**config.mk**
```make
export PLATFORM = sky130hd
export DESIGN_NAME = nes_seq
export DESIGN_NICKNAME = d
export VERILOG_FILES = /design/src/rtl/nes_pkg.sv /design/src/rtl/nes_seq.sv
export SDC_FILE = /design/constraint.sdc
export NUM_CORES = 2
export LEC_CHECK = 0
export BUFFER_PORTS_ARGS = -buffer_cell sky130_fd_sc_hd__buf_2
export CORE_ASPECT_RATIO = 0.9
export CORE_UTILIZATION = 69
export CTS_BUF_LIST = sky130_fd_sc_hd__clkbuf_2 sky130_fd_sc_hd__clkbuf_4 sky130_fd_sc_hd__clkbuf_8
export DETAILED_ROUTE_END_ITERATION = 12
export GPL_ROUTABILITY_DRIVEN = 0
export GPL_TIMING_DRIVEN = 0
export PLACE_DENSITY = 0.87
export SLEW_MARGIN = 20
export SYNTH_ARGS = -nofsm -noshare
export SYNTH_HDL_FRONTEND = slang
export SYNTH_SLANG_ARGS = --single-unit
```
**constraint.sdc**
```tcl
create_clock -name mclk_in -period 5 [get_ports mclk_in]
set_input_delay 1 -clock mclk_in [delete_from_list [all_inputs] [get_ports mclk_in]]
set_output_delay 1 -clock mclk_in [all_outputs]
set_load 0.01 [all_outputs]
```
**src/rtl/nes_pkg.sv**
```systemverilog
// Shared constants and types of the external program sequencer.
// Assumes one system clock and an APB master for the control registers.
package nes_pkg;
  // ==========================================================
  // Register offsets (byte addresses, one word each)
  localparam logic [7:0] OFF_CMD    = 8'h00;
  localparam logic [7:0] OFF_NVM_CONTROL_A  = 8'h04;
  localparam logic [7:0] OFF_STATUS = 8'h08;
  localparam logic [7:0] OFF_DATA   = 8'h0C;
  localparam logic [7:0] OFF_ADDR   = 8'h10;
  // Field positions
  localparam int EXEC_BIT = 0;
  localparam int BUSY_BIT = 0;
  localparam int LINK_BIT = 1;
  localparam int REF_BIT  = 2;
  // Reset values
  localparam logic [6:0]  CMD_RST  = 7'h00;
  localparam logic [31:0] DATA_RST = 32'h0000_0000;
  localparam logic [23:0] ADDR_RST = 24'h00_0000;
  // ==========================================================
  // Command codes
  localparam logic [6:0] C_NOP    = 7'h00;
  localparam logic [6:0] C_CHIPER = 7'h40;
  localparam logic [6:0] C_RDNVM  = 7'h43;
  localparam logic [6:0] C_LDFB   = 7'h23;
  localparam logic [6:0] C_ERFB   = 7'h26;
  localparam logic [6:0] C_ERFP   = 7'h2B;
  localparam logic [6:0] C_WRFP   = 7'h2E;
  localparam logic [6:0] C_EWFP   = 7'h2F;
  localparam logic [6:0] C_FCRC   = 7'h78;
  localparam logic [6:0] C_ERAPP  = 7'h20;
  localparam logic [6:0] C_ERAPG  = 7'h22;
  localparam logic [6:0] C_WRAPG  = 7'h24;
  localparam logic [6:0] C_EWAPG  = 7'h25;
  localparam logic [6:0] C_ACRC   = 7'h38;
  localparam logic [6:0] C_ERBOOT = 7'h68;
  localparam logic [6:0] C_ERBPG  = 7'h2A;
  localparam logic [6:0] C_WRBPG  = 7'h2C;
  localparam logic [6:0] C_EWBPG  = 7'h2D;
  localparam logic [6:0] C_BCRC   = 7'h39;
  localparam logic [6:0] C_RDUSIG = 7'h01;
  localparam logic [6:0] C_ERUSIG = 7'h18;
  localparam logic [6:0] C_WRUSIG = 7'h1A;
  localparam logic [6:0] C_RDPSIG = 7'h02;
  localparam logic [6:0] C_RDFUSE = 7'h07;
  localparam logic [6:0] C_WRFUSE = 7'h4C;
  localparam logic [6:0] C_WRLOCK = 7'h08;
  localparam logic [6:0] C_LDEB   = 7'h33;
  localparam logic [6:0] C_EREB   = 7'h36;
  localparam logic [6:0] C_EREE   = 7'h30;
  localparam logic [6:0] C_EREPG  = 7'h32;
  localparam logic [6:0] C_WREPG  = 7'h34;
  localparam logic [6:0] C_EWEPG  = 7'h35;
  localparam logic [6:0] C_RDEE   = 7'h06;
  // CRC setup
  localparam logic [31:0] CRC_INIT = 32'hFFFF_FFFF;
  localparam logic [31:0] CRC_POLY = 32'h04C1_1DB7;
  // ==========================================================
  // Sequencer states
  typedef enum logic [2:0] {
    S_IDLE  = 3'b000,
    S_ARRAY = 3'b001,
    S_BCLR  = 3'b010,
    S_READ  = 3'b011,
    S_LOAD  = 3'b100
  } nes_state_t;
  // Debug-port access as presented by the port controller
  typedef struct packed {
    logic        we;
    logic [23:0] addr;
    logic [7:0]  wdata;
  } nes_dbg_t;
  // Operation handed to the memory array
  typedef struct packed {
    logic [6:0]  code;
    logic [23:0] addr;
    logic [7:0]  data;
    logic        keep_ee;
  } nes_op_t;
endpackage

```
**src/rtl/nes_seq.sv**
```systemverilog
// External program sequencer of the nonvolatile memory controller.
// Assumes an APB master, a debug-port controller that holds each access
// until acknowledged, and a memory array that runs operations to op_done.
//
// Operation
// - 0x2D erases then writes a boot page on debug write, busy held.
// - 0x39 boot section CRC, protected, execute bit, busy until checksum.
// - 0x01 and 0x02 read signature rows on debug read, no busy.
// - 0x18 erases, 0x1A writes user signature on debug write, busy held.
// - 0x06 and 0x07 read like generic read, no busy.
// - Fuses written by 0x4C debug write; locks by protected 0x08 execute.
// - 0x33 loads EEPROM buffer byte; 0x36 clears buffer with busy.
// - 0x32, 0x34, 0x35 EEPROM page erase, write, both; busy held.
// - Section erases by execute bit; 0x30 EEPROM is protected, busy.
// - Preserve fuse programmed keeps EEPROM through chip erase.
// - Chip erase clears flash and locks, keeps signatures and fuses.
// - Chip erase cuts debug bus and clears link flag until done.
// - Low byte held in temp, stored with high byte in one cycle.
// - Debug port stalled after a buffer load until it completes.
// - Page write via debug write to any byte in the page.
// - Erase-and-write page runs as one uninterrupted operation.
// - Single-page erase by execute bit too, busy until done.
// - Flash CRC ignores locks, cuts debug bus, clears link flag.
// - CRC result lands in the data register when busy clears.
// - Buffer erase keeps busy until the clear has finished.
// - Execute bit, debug read and debug write trigger their commands.
// - Read and write lock leave only chip erase and flash CRC.
// - Memory reads blocked while busy.
`timescale 1ns/1ps
module nes_seq #(
  parameter int FBUF_WORDS = 64,
  parameter int EBUF_BYTES = 32
) (
  input  wire logic              mclk_in,
  input  wire logic              nrst_in,
  input  wire logic              psel_in,
  input  wire logic              penable_in,
  input  wire logic              pwrite_in,
  input  wire logic [7:0]        paddr_in,
  input  wire logic [31:0]       pwdata_in,
  output logic [31:0]            prdata_out,
  output logic                   pready_out,
  output logic                   pslverr_out,
  input  wire logic              dbg_req_in,
  input  wire nes_pkg::nes_dbg_t dbg_cmd_in,
  output logic                   dbg_ack_out,
  output logic                   dbg_err_out,
  output logic [7:0]             dbg_rdata_out,
  output logic                   link_enabled_out,
  output logic                   busy_out,
  input  wire logic              lock_rw_in,
  input  wire logic              eeprom_preserve_fuse_in,
  input  wire logic              ext_prog_in,
  input  wire logic              cp_open_in,
  output logic                   op_valid_out,
  output nes_pkg::nes_op_t       op_out,
  input  wire logic              op_done_in,
  input  wire logic              crc_valid_in,
  input  wire logic [15:0]       crc_data_in,
  output logic                   mem_rd_out,
  input  wire logic              mem_rd_ack_in,
  input  wire logic [7:0]        mem_rd_data_in,
  input  wire logic [7:0]        pbuf_idx_in,
  output logic [15:0]            fbuf_word_out,
  output logic [7:0]             ebuf_byte_out,
  output logic                   ebuf_tag_out
);
  localparam int FIW = $clog2(FBUF_WORDS);
  localparam int EIW = $clog2(EBUF_BYTES);

  // ==========================================================
  // Command classification
  function automatic logic is_exec(input logic [6:0] c);
    unique case (c)
      nes_pkg::C_CHIPER, nes_pkg::C_ERFB, nes_pkg::C_FCRC,
      nes_pkg::C_ACRC, nes_pkg::C_BCRC, nes_pkg::C_WRLOCK,
      nes_pkg::C_EREB, nes_pkg::C_EREE, nes_pkg::C_ERAPP,
      nes_pkg::C_ERBOOT, nes_pkg::C_ERAPG, nes_pkg::C_ERBPG,
      nes_pkg::C_ERUSIG, nes_pkg::C_EREPG: return 1'b1;
      default: return 1'b0;
    endcase
  endfunction
  function automatic logic is_prot(input logic [6:0] c);
    unique case (c)
      nes_pkg::C_CHIPER, nes_pkg::C_ERFB, nes_pkg::C_FCRC,
      nes_pkg::C_ACRC, nes_pkg::C_BCRC, nes_pkg::C_WRLOCK,
      nes_pkg::C_EREB, nes_pkg::C_EREE: return 1'b1;
      default: return 1'b0;
    endcase
  endfunction
  function automatic logic is_wr(input logic [6:0] c);
    unique case (c)
      nes_pkg::C_ERFP, nes_pkg::C_WRFP, nes_pkg::C_EWFP,
      nes_pkg::C_ERAPP, nes_pkg::C_ERAPG, nes_pkg::C_WRAPG,
      nes_pkg::C_EWAPG, nes_pkg::C_ERBOOT, nes_pkg::C_ERBPG,
      nes_pkg::C_WRBPG, nes_pkg::C_EWBPG, nes_pkg::C_ERUSIG,
      nes_pkg::C_WRUSIG, nes_pkg::C_WRFUSE, nes_pkg::C_EREPG,
      nes_pkg::C_WREPG, nes_pkg::C_EWEPG: return 1'b1;
      default: return 1'b0;
    endcase
  endfunction
  function automatic logic is_rd(input logic [6:0] c);
    unique case (c)
      nes_pkg::C_RDNVM, nes_pkg::C_RDUSIG, nes_pkg::C_RDPSIG,
      nes_pkg::C_RDFUSE, nes_pkg::C_RDEE: return 1'b1;
      default: return 1'b0;
    endcase
  endfunction
  function automatic logic is_crc(input logic [6:0] c);
    return (c == nes_pkg::C_FCRC) || (c == nes_pkg::C_ACRC) ||
           (c == nes_pkg::C_BCRC);
  endfunction
  function automatic logic [31:0] crc_step(input logic [31:0] c,
                                           input logic [15:0] d);
    logic [31:0] r;
    r = c;
    for (int i = 15; i >= 0; i--)
    begin
      r = (r[31] ^ d[i]) ? ((r << 1) ^ nes_pkg::CRC_POLY) : (r << 1);
    end
    return r;
  endfunction

  // ==========================================================
  // State
  nes_pkg::nes_state_t state_r;
  nes_pkg::nes_state_t state_nxt;
  logic [6:0]          cmd_r;
  logic [23:0]         addr_r;
  logic [31:0]         data_r;
  logic [31:0]         crc_r;
  logic                refused_r;
  logic                link_r;
  logic                busy_r;
  logic                opv_r;
  logic [7:0]          clr_cnt_r;
  logic [7:0]          lo_tmp_r;
  logic [15:0]         fbuf_r [FBUF_WORDS];
  logic [7:0]          ebuf_r [EBUF_BYTES];
  logic [EBUF_BYTES-1:0] etag_r;
  logic                ack_r;
  logic                err_r;
  logic [7:0]          rdata_r;
  nes_pkg::nes_op_t    op_r;
  logic                rd_r;
  logic [31:0]         prdata_r;
  logic                pready_r;
  logic                perr_r;

  // ==========================================================
  // APB decode
  wire         apb_setup = psel_in & ~penable_in;
  wire         apb_acc   = psel_in & penable_in & pready_r;
  wire         apb_wr    = apb_acc & pwrite_in;
  wire         hit_cmd   = paddr_in == nes_pkg::OFF_CMD;
  wire         hit_ctrl  = paddr_in == nes_pkg::OFF_NVM_CONTROL_A;
  wire         hit_stat  = paddr_in == nes_pkg::OFF_STATUS;
  wire         hit_data  = paddr_in == nes_pkg::OFF_DATA;
  wire         hit_addr  = paddr_in == nes_pkg::OFF_ADDR;
  wire         hit_any   = hit_cmd | hit_ctrl | hit_stat | hit_data | hit_addr;
  wire [31:0]  stat_word = {29'h0, refused_r, link_r, busy_r};
  wire [31:0]  rd_mux    = hit_cmd  ? {25'h0, cmd_r} :
                           hit_stat ? stat_word :
                           hit_data ? data_r :
                           hit_addr ? {8'h0, addr_r} : 32'h0000_0000;

  // ==========================================================
  // Trigger qualification
  wire idle      = state_r == nes_pkg::S_IDLE;
  wire lock_ok   = ~lock_rw_in | (cmd_r == nes_pkg::C_CHIPER) |
                   (cmd_r == nes_pkg::C_FCRC);
  wire prot_ok   = ~is_prot(cmd_r) | ext_prog_in | cp_open_in;
  wire exec_try  = apb_wr & hit_ctrl & pwdata_in[nes_pkg::EXEC_BIT];
  wire exec_ok   = exec_try & idle & is_exec(cmd_r) & lock_ok & prot_ok;
  wire dbg_new   = dbg_req_in & ~ack_r & ~rd_r;
  wire dbg_busy  = dbg_new & (busy_r | ~link_r);
  wire dbg_go    = dbg_new & idle & link_r & ~exec_ok;
  wire dbg_w     = dbg_go & dbg_cmd_in.we;
  wire dbg_rd_ok = dbg_go & ~dbg_cmd_in.we & is_rd(cmd_r) & lock_ok;
  wire dbg_wr_ok = dbg_w & is_wr(cmd_r) & lock_ok;
  wire ld_fb     = dbg_w & (cmd_r == nes_pkg::C_LDFB) & lock_ok;
  wire ld_eb     = dbg_w & (cmd_r == nes_pkg::C_LDEB) & lock_ok;
  wire dbg_bad   = dbg_go & ~dbg_rd_ok & ~dbg_wr_ok & ~ld_fb & ~ld_eb;
  wire op_start  = (exec_ok & (cmd_r != nes_pkg::C_ERFB) &
                   (cmd_r != nes_pkg::C_EREB)) | dbg_wr_ok;
  wire bclr_go   = exec_ok & ((cmd_r == nes_pkg::C_ERFB) |
                   (cmd_r == nes_pkg::C_EREB));
  wire refuse    = (exec_try & ~exec_ok) | dbg_busy | dbg_bad;
  wire link_cut  = (cmd_r == nes_pkg::C_CHIPER) |
                   (cmd_r == nes_pkg::C_FCRC);
  wire [7:0] clr_last = (cmd_r == nes_pkg::C_ERFB) ?
                        8'(FBUF_WORDS - 1) : 8'(EBUF_BYTES - 1);
  wire clr_done  = (state_r == nes_pkg::S_BCLR) & (clr_cnt_r == clr_last);
  wire arr_done  = (state_r == nes_pkg::S_ARRAY) & op_done_in;
  wire [31:0] crc_nxt = (crc_valid_in & (state_r == nes_pkg::S_ARRAY)) ?
                        crc_step(crc_r, crc_data_in) : crc_r;
  wire [FIW-1:0] fidx = dbg_cmd_in.addr[FIW:1];
  wire [EIW-1:0] eidx = dbg_cmd_in.addr[EIW-1:0];
  wire [23:0] op_addr = exec_ok ? addr_r : dbg_cmd_in.addr;
  wire [7:0]  op_data = exec_ok ? data_r[7:0] : dbg_cmd_in.wdata;

  // Next state of the sequencer
  always_comb
  begin
    state_nxt = state_r;
    unique case (state_r)
      nes_pkg::S_IDLE:
      begin
        if (op_start)
          state_nxt = nes_pkg::S_ARRAY;
        else if (bclr_go)
          state_nxt = nes_pkg::S_BCLR;
        else if (dbg_rd_ok)
          state_nxt = nes_pkg::S_READ;
        else if (ld_fb | ld_eb)
          state_nxt = nes_pkg::S_LOAD;
      end
      nes_pkg::S_ARRAY: if (op_done_in) state_nxt = nes_pkg::S_IDLE;
      nes_pkg::S_BCLR:  if (clr_done) state_nxt = nes_pkg::S_IDLE;
      nes_pkg::S_READ:  if (mem_rd_ack_in) state_nxt = nes_pkg::S_IDLE;
      nes_pkg::S_LOAD:  state_nxt = nes_pkg::S_IDLE;
      default:          state_nxt = nes_pkg::S_IDLE;
    endcase
  end

  // ==========================================================
  // APB slave, zero wait states
  always_ff @(posedge mclk_in or negedge nrst_in)
  begin
    if (!nrst_in)
    begin
      prdata_r <= 32'h0000_0000;
      pready_r <= 1'b0;
      perr_r   <= 1'b0;
    end
    else
    begin
      pready_r <= apb_setup;
      perr_r   <= apb_setup & ~hit_any;
      prdata_r <= apb_setup ? rd_mux : 32'h0000_0000;
    end
  end

  // Software registers; a refusal in the clearing cycle still sticks
  always_ff @(posedge mclk_in or negedge nrst_in)
  begin
    if (!nrst_in)
    begin
      cmd_r     <= nes_pkg::CMD_RST;
      addr_r    <= nes_pkg::ADDR_RST;
      refused_r <= 1'b0;
    end
    else
    begin
      if (apb_wr & hit_cmd & ~busy_r)
        cmd_r <= pwdata_in[6:0];
      if (apb_wr & hit_addr & ~busy_r)
        addr_r <= pwdata_in[23:0];
      if (refuse)
        refused_r <= 1'b1;
      else if (apb_wr & hit_cmd)
        refused_r <= 1'b0;
    end
  end

  // Sequencer, busy and link flag
  always_ff @(posedge mclk_in or negedge nrst_in)
  begin
    if (!nrst_in)
    begin
      state_r   <= nes_pkg::S_IDLE;
      busy_r    <= 1'b0;
      link_r    <= 1'b1;
      opv_r     <= 1'b0;
      clr_cnt_r <= 8'h00;
    end
    else
    begin
      state_r   <= state_nxt;
      opv_r     <= state_nxt == nes_pkg::S_ARRAY;
      busy_r    <= (state_nxt == nes_pkg::S_ARRAY) |
                   (state_nxt == nes_pkg::S_BCLR);
      if (op_start)
        link_r <= ~link_cut;
      else if (arr_done)
        link_r <= 1'b1;
      clr_cnt_r <= (state_r == nes_pkg::S_BCLR) ? clr_cnt_r + 8'h01 : 8'h00;
    end
  end

  // Array operation and CRC accumulation
  always_ff @(posedge mclk_in or negedge nrst_in)
  begin
    if (!nrst_in)
    begin
      op_r   <= '0;
      crc_r  <= nes_pkg::CRC_INIT;
      data_r <= nes_pkg::DATA_RST;
    end
    else
    begin
      if (op_start)
      begin
        op_r.code    <= cmd_r;
        op_r.addr    <= op_addr;
        op_r.data    <= op_data;
        op_r.keep_ee <= eeprom_preserve_fuse_in;
        crc_r        <= nes_pkg::CRC_INIT;
      end
      else
        crc_r <= crc_nxt;
      if (arr_done & is_crc(op_r.code))
        data_r <= crc_nxt;
      else if (apb_wr & hit_data & ~busy_r)
        data_r <= pwdata_in;
    end
  end

  // Debug-port answers: read data, stall release, refusals
  always_ff @(posedge mclk_in or negedge nrst_in)
  begin
    if (!nrst_in)
    begin
      ack_r   <= 1'b0;
      err_r   <= 1'b0;
      rdata_r <= 8'h00;
      rd_r    <= 1'b0;
    end
    else
    begin
      rd_r  <= dbg_rd_ok | (rd_r & ~mem_rd_ack_in);
      ack_r <= dbg_busy | dbg_bad | dbg_wr_ok | (rd_r & mem_rd_ack_in) |
               (state_r == nes_pkg::S_LOAD);
      err_r <= dbg_busy | dbg_bad;
      if (rd_r & mem_rd_ack_in)
        rdata_r <= mem_rd_data_in;
    end
  end

  // Page buffers, flash words assembled from low then high byte
  always_ff @(posedge mclk_in or negedge nrst_in)
  begin
    if (!nrst_in)
    begin
      lo_tmp_r <= 8'h00;
      etag_r   <= '0;
    end
    else
    begin
      if (ld_fb & ~dbg_cmd_in.addr[0])
        lo_tmp_r <= dbg_cmd_in.wdata;
      if (ld_eb)
        etag_r[eidx] <= 1'b1;
      if ((state_r == nes_pkg::S_BCLR) & (cmd_r == nes_pkg::C_EREB))
        etag_r[clr_cnt_r[EIW-1:0]] <= 1'b0;
    end
  end

  // Buffer storage has no reset; the clear walk fills it
  always_ff @(posedge mclk_in)
  begin
    if (ld_fb & dbg_cmd_in.addr[0])
      fbuf_r[fidx] <= {dbg_cmd_in.wdata, lo_tmp_r};
    else if ((state_r == nes_pkg::S_BCLR) & (cmd_r == nes_pkg::C_ERFB))
      fbuf_r[clr_cnt_r[FIW-1:0]] <= 16'hFFFF;
    if (ld_eb)
      ebuf_r[eidx] <= dbg_cmd_in.wdata;
    else if ((state_r == nes_pkg::S_BCLR) & (cmd_r == nes_pkg::C_EREB))
      ebuf_r[clr_cnt_r[EIW-1:0]] <= 8'hFF;
  end

  // Registered buffer read port for the array
  always_ff @(posedge mclk_in or negedge nrst_in)
  begin
    if (!nrst_in)
    begin
      fbuf_word_out <= 16'h0000;
      ebuf_byte_out <= 8'h00;
      ebuf_tag_out  <= 1'b0;
    end
    else
    begin
      fbuf_word_out <= fbuf_r[pbuf_idx_in[FIW-1:0]];
      ebuf_byte_out <= ebuf_r[pbuf_idx_in[EIW-1:0]];
      ebuf_tag_out  <= etag_r[pbuf_idx_in[EIW-1:0]];
    end
  end

  // ==========================================================
  // Output assignments
  assign prdata_out       = prdata_r;
  assign pready_out       = pready_r;
  assign pslverr_out      = perr_r;
  assign dbg_ack_out      = ack_r;
  assign dbg_err_out      = err_r;
  assign dbg_rdata_out    = rdata_r;
  assign link_enabled_out = link_r;
  assign busy_out         = busy_r;
  assign op_valid_out     = opv_r;
  assign op_out           = op_r;
  assign mem_rd_out       = rd_r;
endmodule

```
Word level (Yosys, flattened, before mapping)
Memory sizes are Yosys's and may differ from the RTL's. A register that Yosys moved wholly into a read port is not among the register bits. Cells that the tools add are included.

Flip-flop bits (word level): 236. Memory bits (writable): 1280. Input bits: 118. Output and inout port bits: 113. Word-level logic and storage cells: 290. Memories: 2.

Memory list: fbuf_r (words 64, width 16, read ports 1, clocked after Yosys merged registers in 1, write ports 1, RTL line nes_seq.sv:138) `logic [15:0] fbuf_r [FBUF_WORDS];`; ebuf_r (words 32, width 8, read ports 1, clocked after Yosys merged registers in 1, write ports 1, RTL line nes_seq.sv:139) `logic [7:0] ebuf_r [EBUF_BYTES];`.

$add $sub $neg: 1. Order comparisons: 5. Eq/ne operators: 48. Multiplexer cells: 69. Bitwise logic cells: 124. Reduce and logical (&&, ||, !) cells: 17.

Operators by type and width (count): 27-bit two-way mux (16); 32-bit two-way mux (10); 14-bit inverter (16); 7-bit by 6-bit == test with 1-bit output, second input constant (22); 1-bit bitwise AND (51); 24-bit two-way mux (2); 7-bit == test, second input constant (6); 32-bit bitwise AND (1); 32-bit inverter (1); 32-bit bitwise OR (1); 8-bit two-way mux (3); 1-bit two-way mux (23); 3-bit two-way mux (7); 1-bit bitwise OR (21); 5-bit by 6-bit less-than comparator with 1-bit output, second input constant (3); 1-bit inverter (17); 17-bit OR reduction (1); 8-bit by 4-bit == test with 1-bit output, second input constant (2); 16-bit two-way mux (1); 16-bit OR reduction (1); 8-bit OR reduction (2); 1-bit XOR (16); 7-bit by 3-bit == test with 1-bit output, second input constant (2); 7-bit by 5-bit == test with 1-bit output, second input constant (2); other kinds (25) (37).

Logic depth before layout (Yosys ltp)
Word-level depth: 34. Gate-level depth with buffers: 12.

Worst setup path after synthesis
OpenSTA, ideal clock, no wires.

Path kind: input port to flip-flop. From: input pbuf_idx_in[0]. To: register ebuf_byte_out[0] (read register of ebuf_r). Setup time: 0.125 ns. Data arrival time: 3.478 ns. Data required time: 4.875 ns. Path slack: 1.398 ns. Cell stages on the path: 7. Path buffers: 4. Cell sequence: clkbuf_1 > buf_2 > buf_2 > buf_1 > mux4_2 > mux4_2 > mux2_2.

RTL lines: start, declared (RTL line nes_seq.sv:63) `input wire logic [7:0] pbuf_idx_in,`; end, declared (RTL line nes_seq.sv:65) `output logic [7:0] ebuf_byte_out,`.

Worst setup path after layout
From: register cmd_r[0]. To: memory fbuf_r[57][9] (enable).

Longest elaborated chain between the ends: 17. Elaborated cells between the ends (all ways): 42. Classes of those cells: eq/ne (15); mux (9); bitwise (15); reduce/logical (3).

Ends and longest elaborated chain: start, declared (RTL line nes_seq.sv:128) `logic [6:0] cmd_r;`; start signal, assigned (RTL line nes_seq.sv:249) `cmd_r <= nes_pkg::CMD_RST;`; start signal, assigned (RTL line nes_seq.sv:256) `cmd_r <= pwdata_in[6:0];`; 7-bit == test (tied with other cells) (RTL line nes_seq.sv:74, nes_seq.sv:84, nes_seq.sv:170); 8-bit OR reduction (RTL line nes_seq.sv:84) `unique case (c)`; 1-bit two-way mux (RTL line nes_seq.sv:84); 1-bit inverter (RTL line nes_seq.sv:172) `wire prot_ok = ~is_prot(cmd_r) | ext_prog_in | cp_open_in;`; 1-bit bitwise OR (2 in a row) (RTL line nes_seq.sv:172); 1-bit bitwise AND (RTL line nes_seq.sv:174) `wire exec_ok = exec_try & idle & is_exec(cmd_r) & lock_ok & prot_ok;`; 1-bit inverter (RTL line nes_seq.sv:177) `wire dbg_go = dbg_new & idle & link_r & ~exec_ok;`; 1-bit bitwise AND (RTL line nes_seq.sv:177); 1-bit bitwise AND (RTL line nes_seq.sv:178) `wire dbg_w = dbg_go & dbg_cmd_in.we;`; 1-bit bitwise AND (2 in a row) (RTL line nes_seq.sv:181) `wire ld_fb = dbg_w & (cmd_r == nes_pkg::C_LDFB) & lock_ok;`; 1-bit bitwise AND (RTL line nes_seq.sv:362) `if (ld_fb & dbg_cmd_in.addr[0])`; 1-bit two-way mux (RTL line nes_seq.sv:362); 1-bit two-way mux (not written as such) (RTL line nes_seq.sv:365) `fbuf_r[clr_cnt_r[FIW-1:0]] <= 16'hFFFF;`; 16-bit OR reduction (no line); 6-bit two-way mux (no line) / 1-bit two-way mux (equally long branches); end, declared (RTL line nes_seq.sv:138).

Parallel ways exist; a longest one is shown, timed or not.

==> results.md <==
- Ports: 231
- Max Used Layer: met5
- Mapped Area: 62200 µm²
- Final #Nets: 3713
- Required @ worst endpoint: 5.49 ns
- Crit path launch type: register
- Highest Clock Rate: 0.212 GHz
- Max_slew headroom: 0.119
- Max-cap violations: 0
- Area after DPL: 65600 µm²
- Nature of the critical path endpoint: register
- Number of enable flip-flop cells after synthesis: 1280
- TritonCTS Sinks: 1540
- Cell count after synthesis: 3109
- Skew-Pair Late Insertion Delay: 0.89 ns
- Clock Path Buffers: 3
- Period utilization: 0.945
- Reg clk slew, reported paths: 0.06 ns
- Final Setup Violations: 0
- Synth top area cells: edfxtp_1, mux4_2, dfrtp_1
- Num CTS Buffers: 220
- Grt total ovfl: 0
- Layout fillers: 4220
- Syn nets: 3231
- Area occupied by multi-input gates: 16600 µm²
- Register bit total from synthesis: 1540
- CTS Root Cell: clkbuf_8
- Total power: 25600 µW
- Metal2 WL: 82.4 mm
- Register area: 45000 µm²
- Layout area overhead: 12.7%
- Kind of critical path: reg -> reg
- Fin area: 70100 µm²
- Iter 0 DRT Violations: 4954
- PwrDens: 365 nW/µm²
- Top_reg_cell synth: edfxtp_1
- Max-slew violations: 0
- Syn Area/Cell: 20.0 µm²
- Final hold vios: 0
- First-pass GRT wire length: 241 mm
- Yosys top cell by area: edfxtp_1
- Port Buf Inserts: 219
- Leak: 0.0229 µW
- Num rows: 104
- Vias: 35200
- # DRC: 0
- Synth async-reset ratio: 0.169
- DIE AREA: 91400 µm²
- PostCTS Resize Cnt: 0
- Routed WL per cell: 33.7 µm
- Worst VDD drop: 0.305 mV
- M1 WL: 55.8 mm
- Min cycle time layout: 4.73 ns
- Post-synthesis sequential area ratio: 0.723
- Unique masters post-synth: 67
- Post-Route WL: 167 mm
- Met3 WL post-DR: 18.1 mm
- Post-synth top area share: 0.618
- Die width: 319 µm
- Final worst slack: 0.273 ns
- Post-layout util: 0.784
- Vias in the first global route: 35900
- Initial Utilization: 0.696
- Worst slew pin tran: 1.32 ns
- Hold Buf Count CTS: 0
- Largest net degree at the start of global routing: 82
- Status: finished, final reports clean
- Clock Skews: 0.0394 ns
- H-tree depth: 4
- CTS tree: built
- Non-Filler Instances: 4952
- All-Layer GR Usage: 0.373
- Worst hold path class: in -> async
- Share of cells above drive strength 1: 0.357
- Dpl cells: 4534
- CORE AREA: 89400 µm²
- Die Y: 287 µm
- CP Max Fanout: 16
- Drt pass-1 iters: 7
- Antenna violations before repair: 18
- Postcts setup bufs: 0
- Routed Antenna Nets: 0
- Yosys warnings: 0
- RSZ-0062 raised after global routing: false
- Post-DP HPWL: 112 mm
- Setup slack after placement: 0.0904 ns
- Vias per cell: 7.11
- WP data arrival: 5.22 ns
[worst max-delay path, stage by stage, from the launching register on]
cell and delay [ns]:
dfrtp_1 0.35, buf_2 0.19, nor2b_1 0.33, nand2_1 0.24
nor4_1 0.62, clkbuf_1 0.47, clkbuf_1 0.42, nand3_1 0.16
o21ai_0 0.24, nand2_1 0.42, nor2_2 0.90
[sequential cells by signal, summed over array words and instances, names as in the netlist, 16 cells and up]
signal,cells
addr_r,24
data_r,32
fbuf_r,1024
ebuf_r,256
op_out,40
prdata_out,32
crc_r,32
fbuf_word_out,16
etag_r,32
[placed cells by master, fill, tap and decap left out, drive strengths merged, types with 25 or more instances in the layout]
cell,n
a21oi,98
buf,321
clkbuf,436
clkinv,71
dfrtp,227
dfstp,33
edfxtp,1280
inv,50
mux2,98
mux2i,29
mux4,426
nand2,101
nor2,166
o211ai,29
o21ai,37
o221a,25
or2,26
xnor2,87
xnor3,26
[power by group]
| part | leakage [µW] | switching, µW | internal (µW) |
|---|---|---|---|
| combinational | 0.00680 | 892 | 724 |
| clock | 0.00239 | 4800 | 5340 |
| sequential | 0.0137 | 11.8 | 13900 |
[metal layers]
layer  up-vias  track usage
met1     18000        0.475
met5         -            0
met2      2876        0.607
met4        10        0.205
met3       655       0.0885
li1      13600            -
[kinds of logic after synthesis]
group                      synth area share
buffers and inverters                0.0137
muxes                                 0.177
DFF                                   0.723
AOI/OAI and AO/OA                    0.0261
adders and majority gates          0.000805
xor gates and xnor gates             0.0294
and+or+nand+nor                      0.0303
[layout make-up]
| type | count | share of cell area |
|---|---|---|
| Inverter | 47 | 0.00252 |
| Buffer | 174 | 0.00974 |
| Sequential cell | 1540 | 0.642 |
| Multi-Input combinational cell | 1348 | 0.237 |
| Clock buffer | 323 | 0.0565 |
| Timing Repair Buffer | 260 | 0.0234 |
| Clock inverter | 82 | 0.00762 |
| Antenna cell | 12 | 0.000428 |
| Tap cell | 1166 | 0.0208 |
[path summary, 6_finish.rpt]
path                                    from           endpoint  slack [ns]  cells past startpoint
max                                 cmd_r[0]      fbuf_r[57][9]        0.27                     10
min                                  nrst_in         data_r[26]        0.05                      1
max reg2reg                         cmd_r[0]      fbuf_r[57][9]        0.27                     10
min reg2reg                      lo_tmp_r[3]        lo_tmp_r[3]        0.51                      1
max in group asynchronous            nrst_in  fbuf_word_out[10]        3.37                      4
min in group mclk_in       mem_rd_data_in[0]   dbg_rdata_out[0]        0.35                      2
[synthesized netlist by cell type, types with 5 or more instances]
cell         n
nor3b_1      8
and3_1      14
mux2i_1     29
or2_2       26
nand2b_1    12
mux2_2      96
and2_1       5
mux4_2     426
nor4_1       9
o21ai_1      5
xnor2_1     74
xnor2_2      9
nor2_1     166
xnor3_1     23
edfxtp_1  1280
nand3_1     16
dfrtp_1    227
nand2_1    101
o32ai_1      9
buf_2       19
a22oi_1     17
clkbuf_1   109
a31oi_1      7
buf_1       46
a21oi_1     97
dfstp_2     33
xor2_1      20
o221a_2     25
o211ai_1    29
nor3_1      19
inv_1       47
o21ai_0     32
a41oi_1      5
nand4_1      5
[per-stage QoR]
stage / hold WS (ns) / TNS, ns
6_report: 0.0539 / 0
5_1_grt: 0.0651 / 0
4_1_cts: 0.0179 / 0
3_5_place_dp: 0.486 / 0
3_3_place_gp: 0.479 / -591.41
2_1_floorplan: 0.471 / 0
Note: power is estimated with default switching activity, not from simulation.
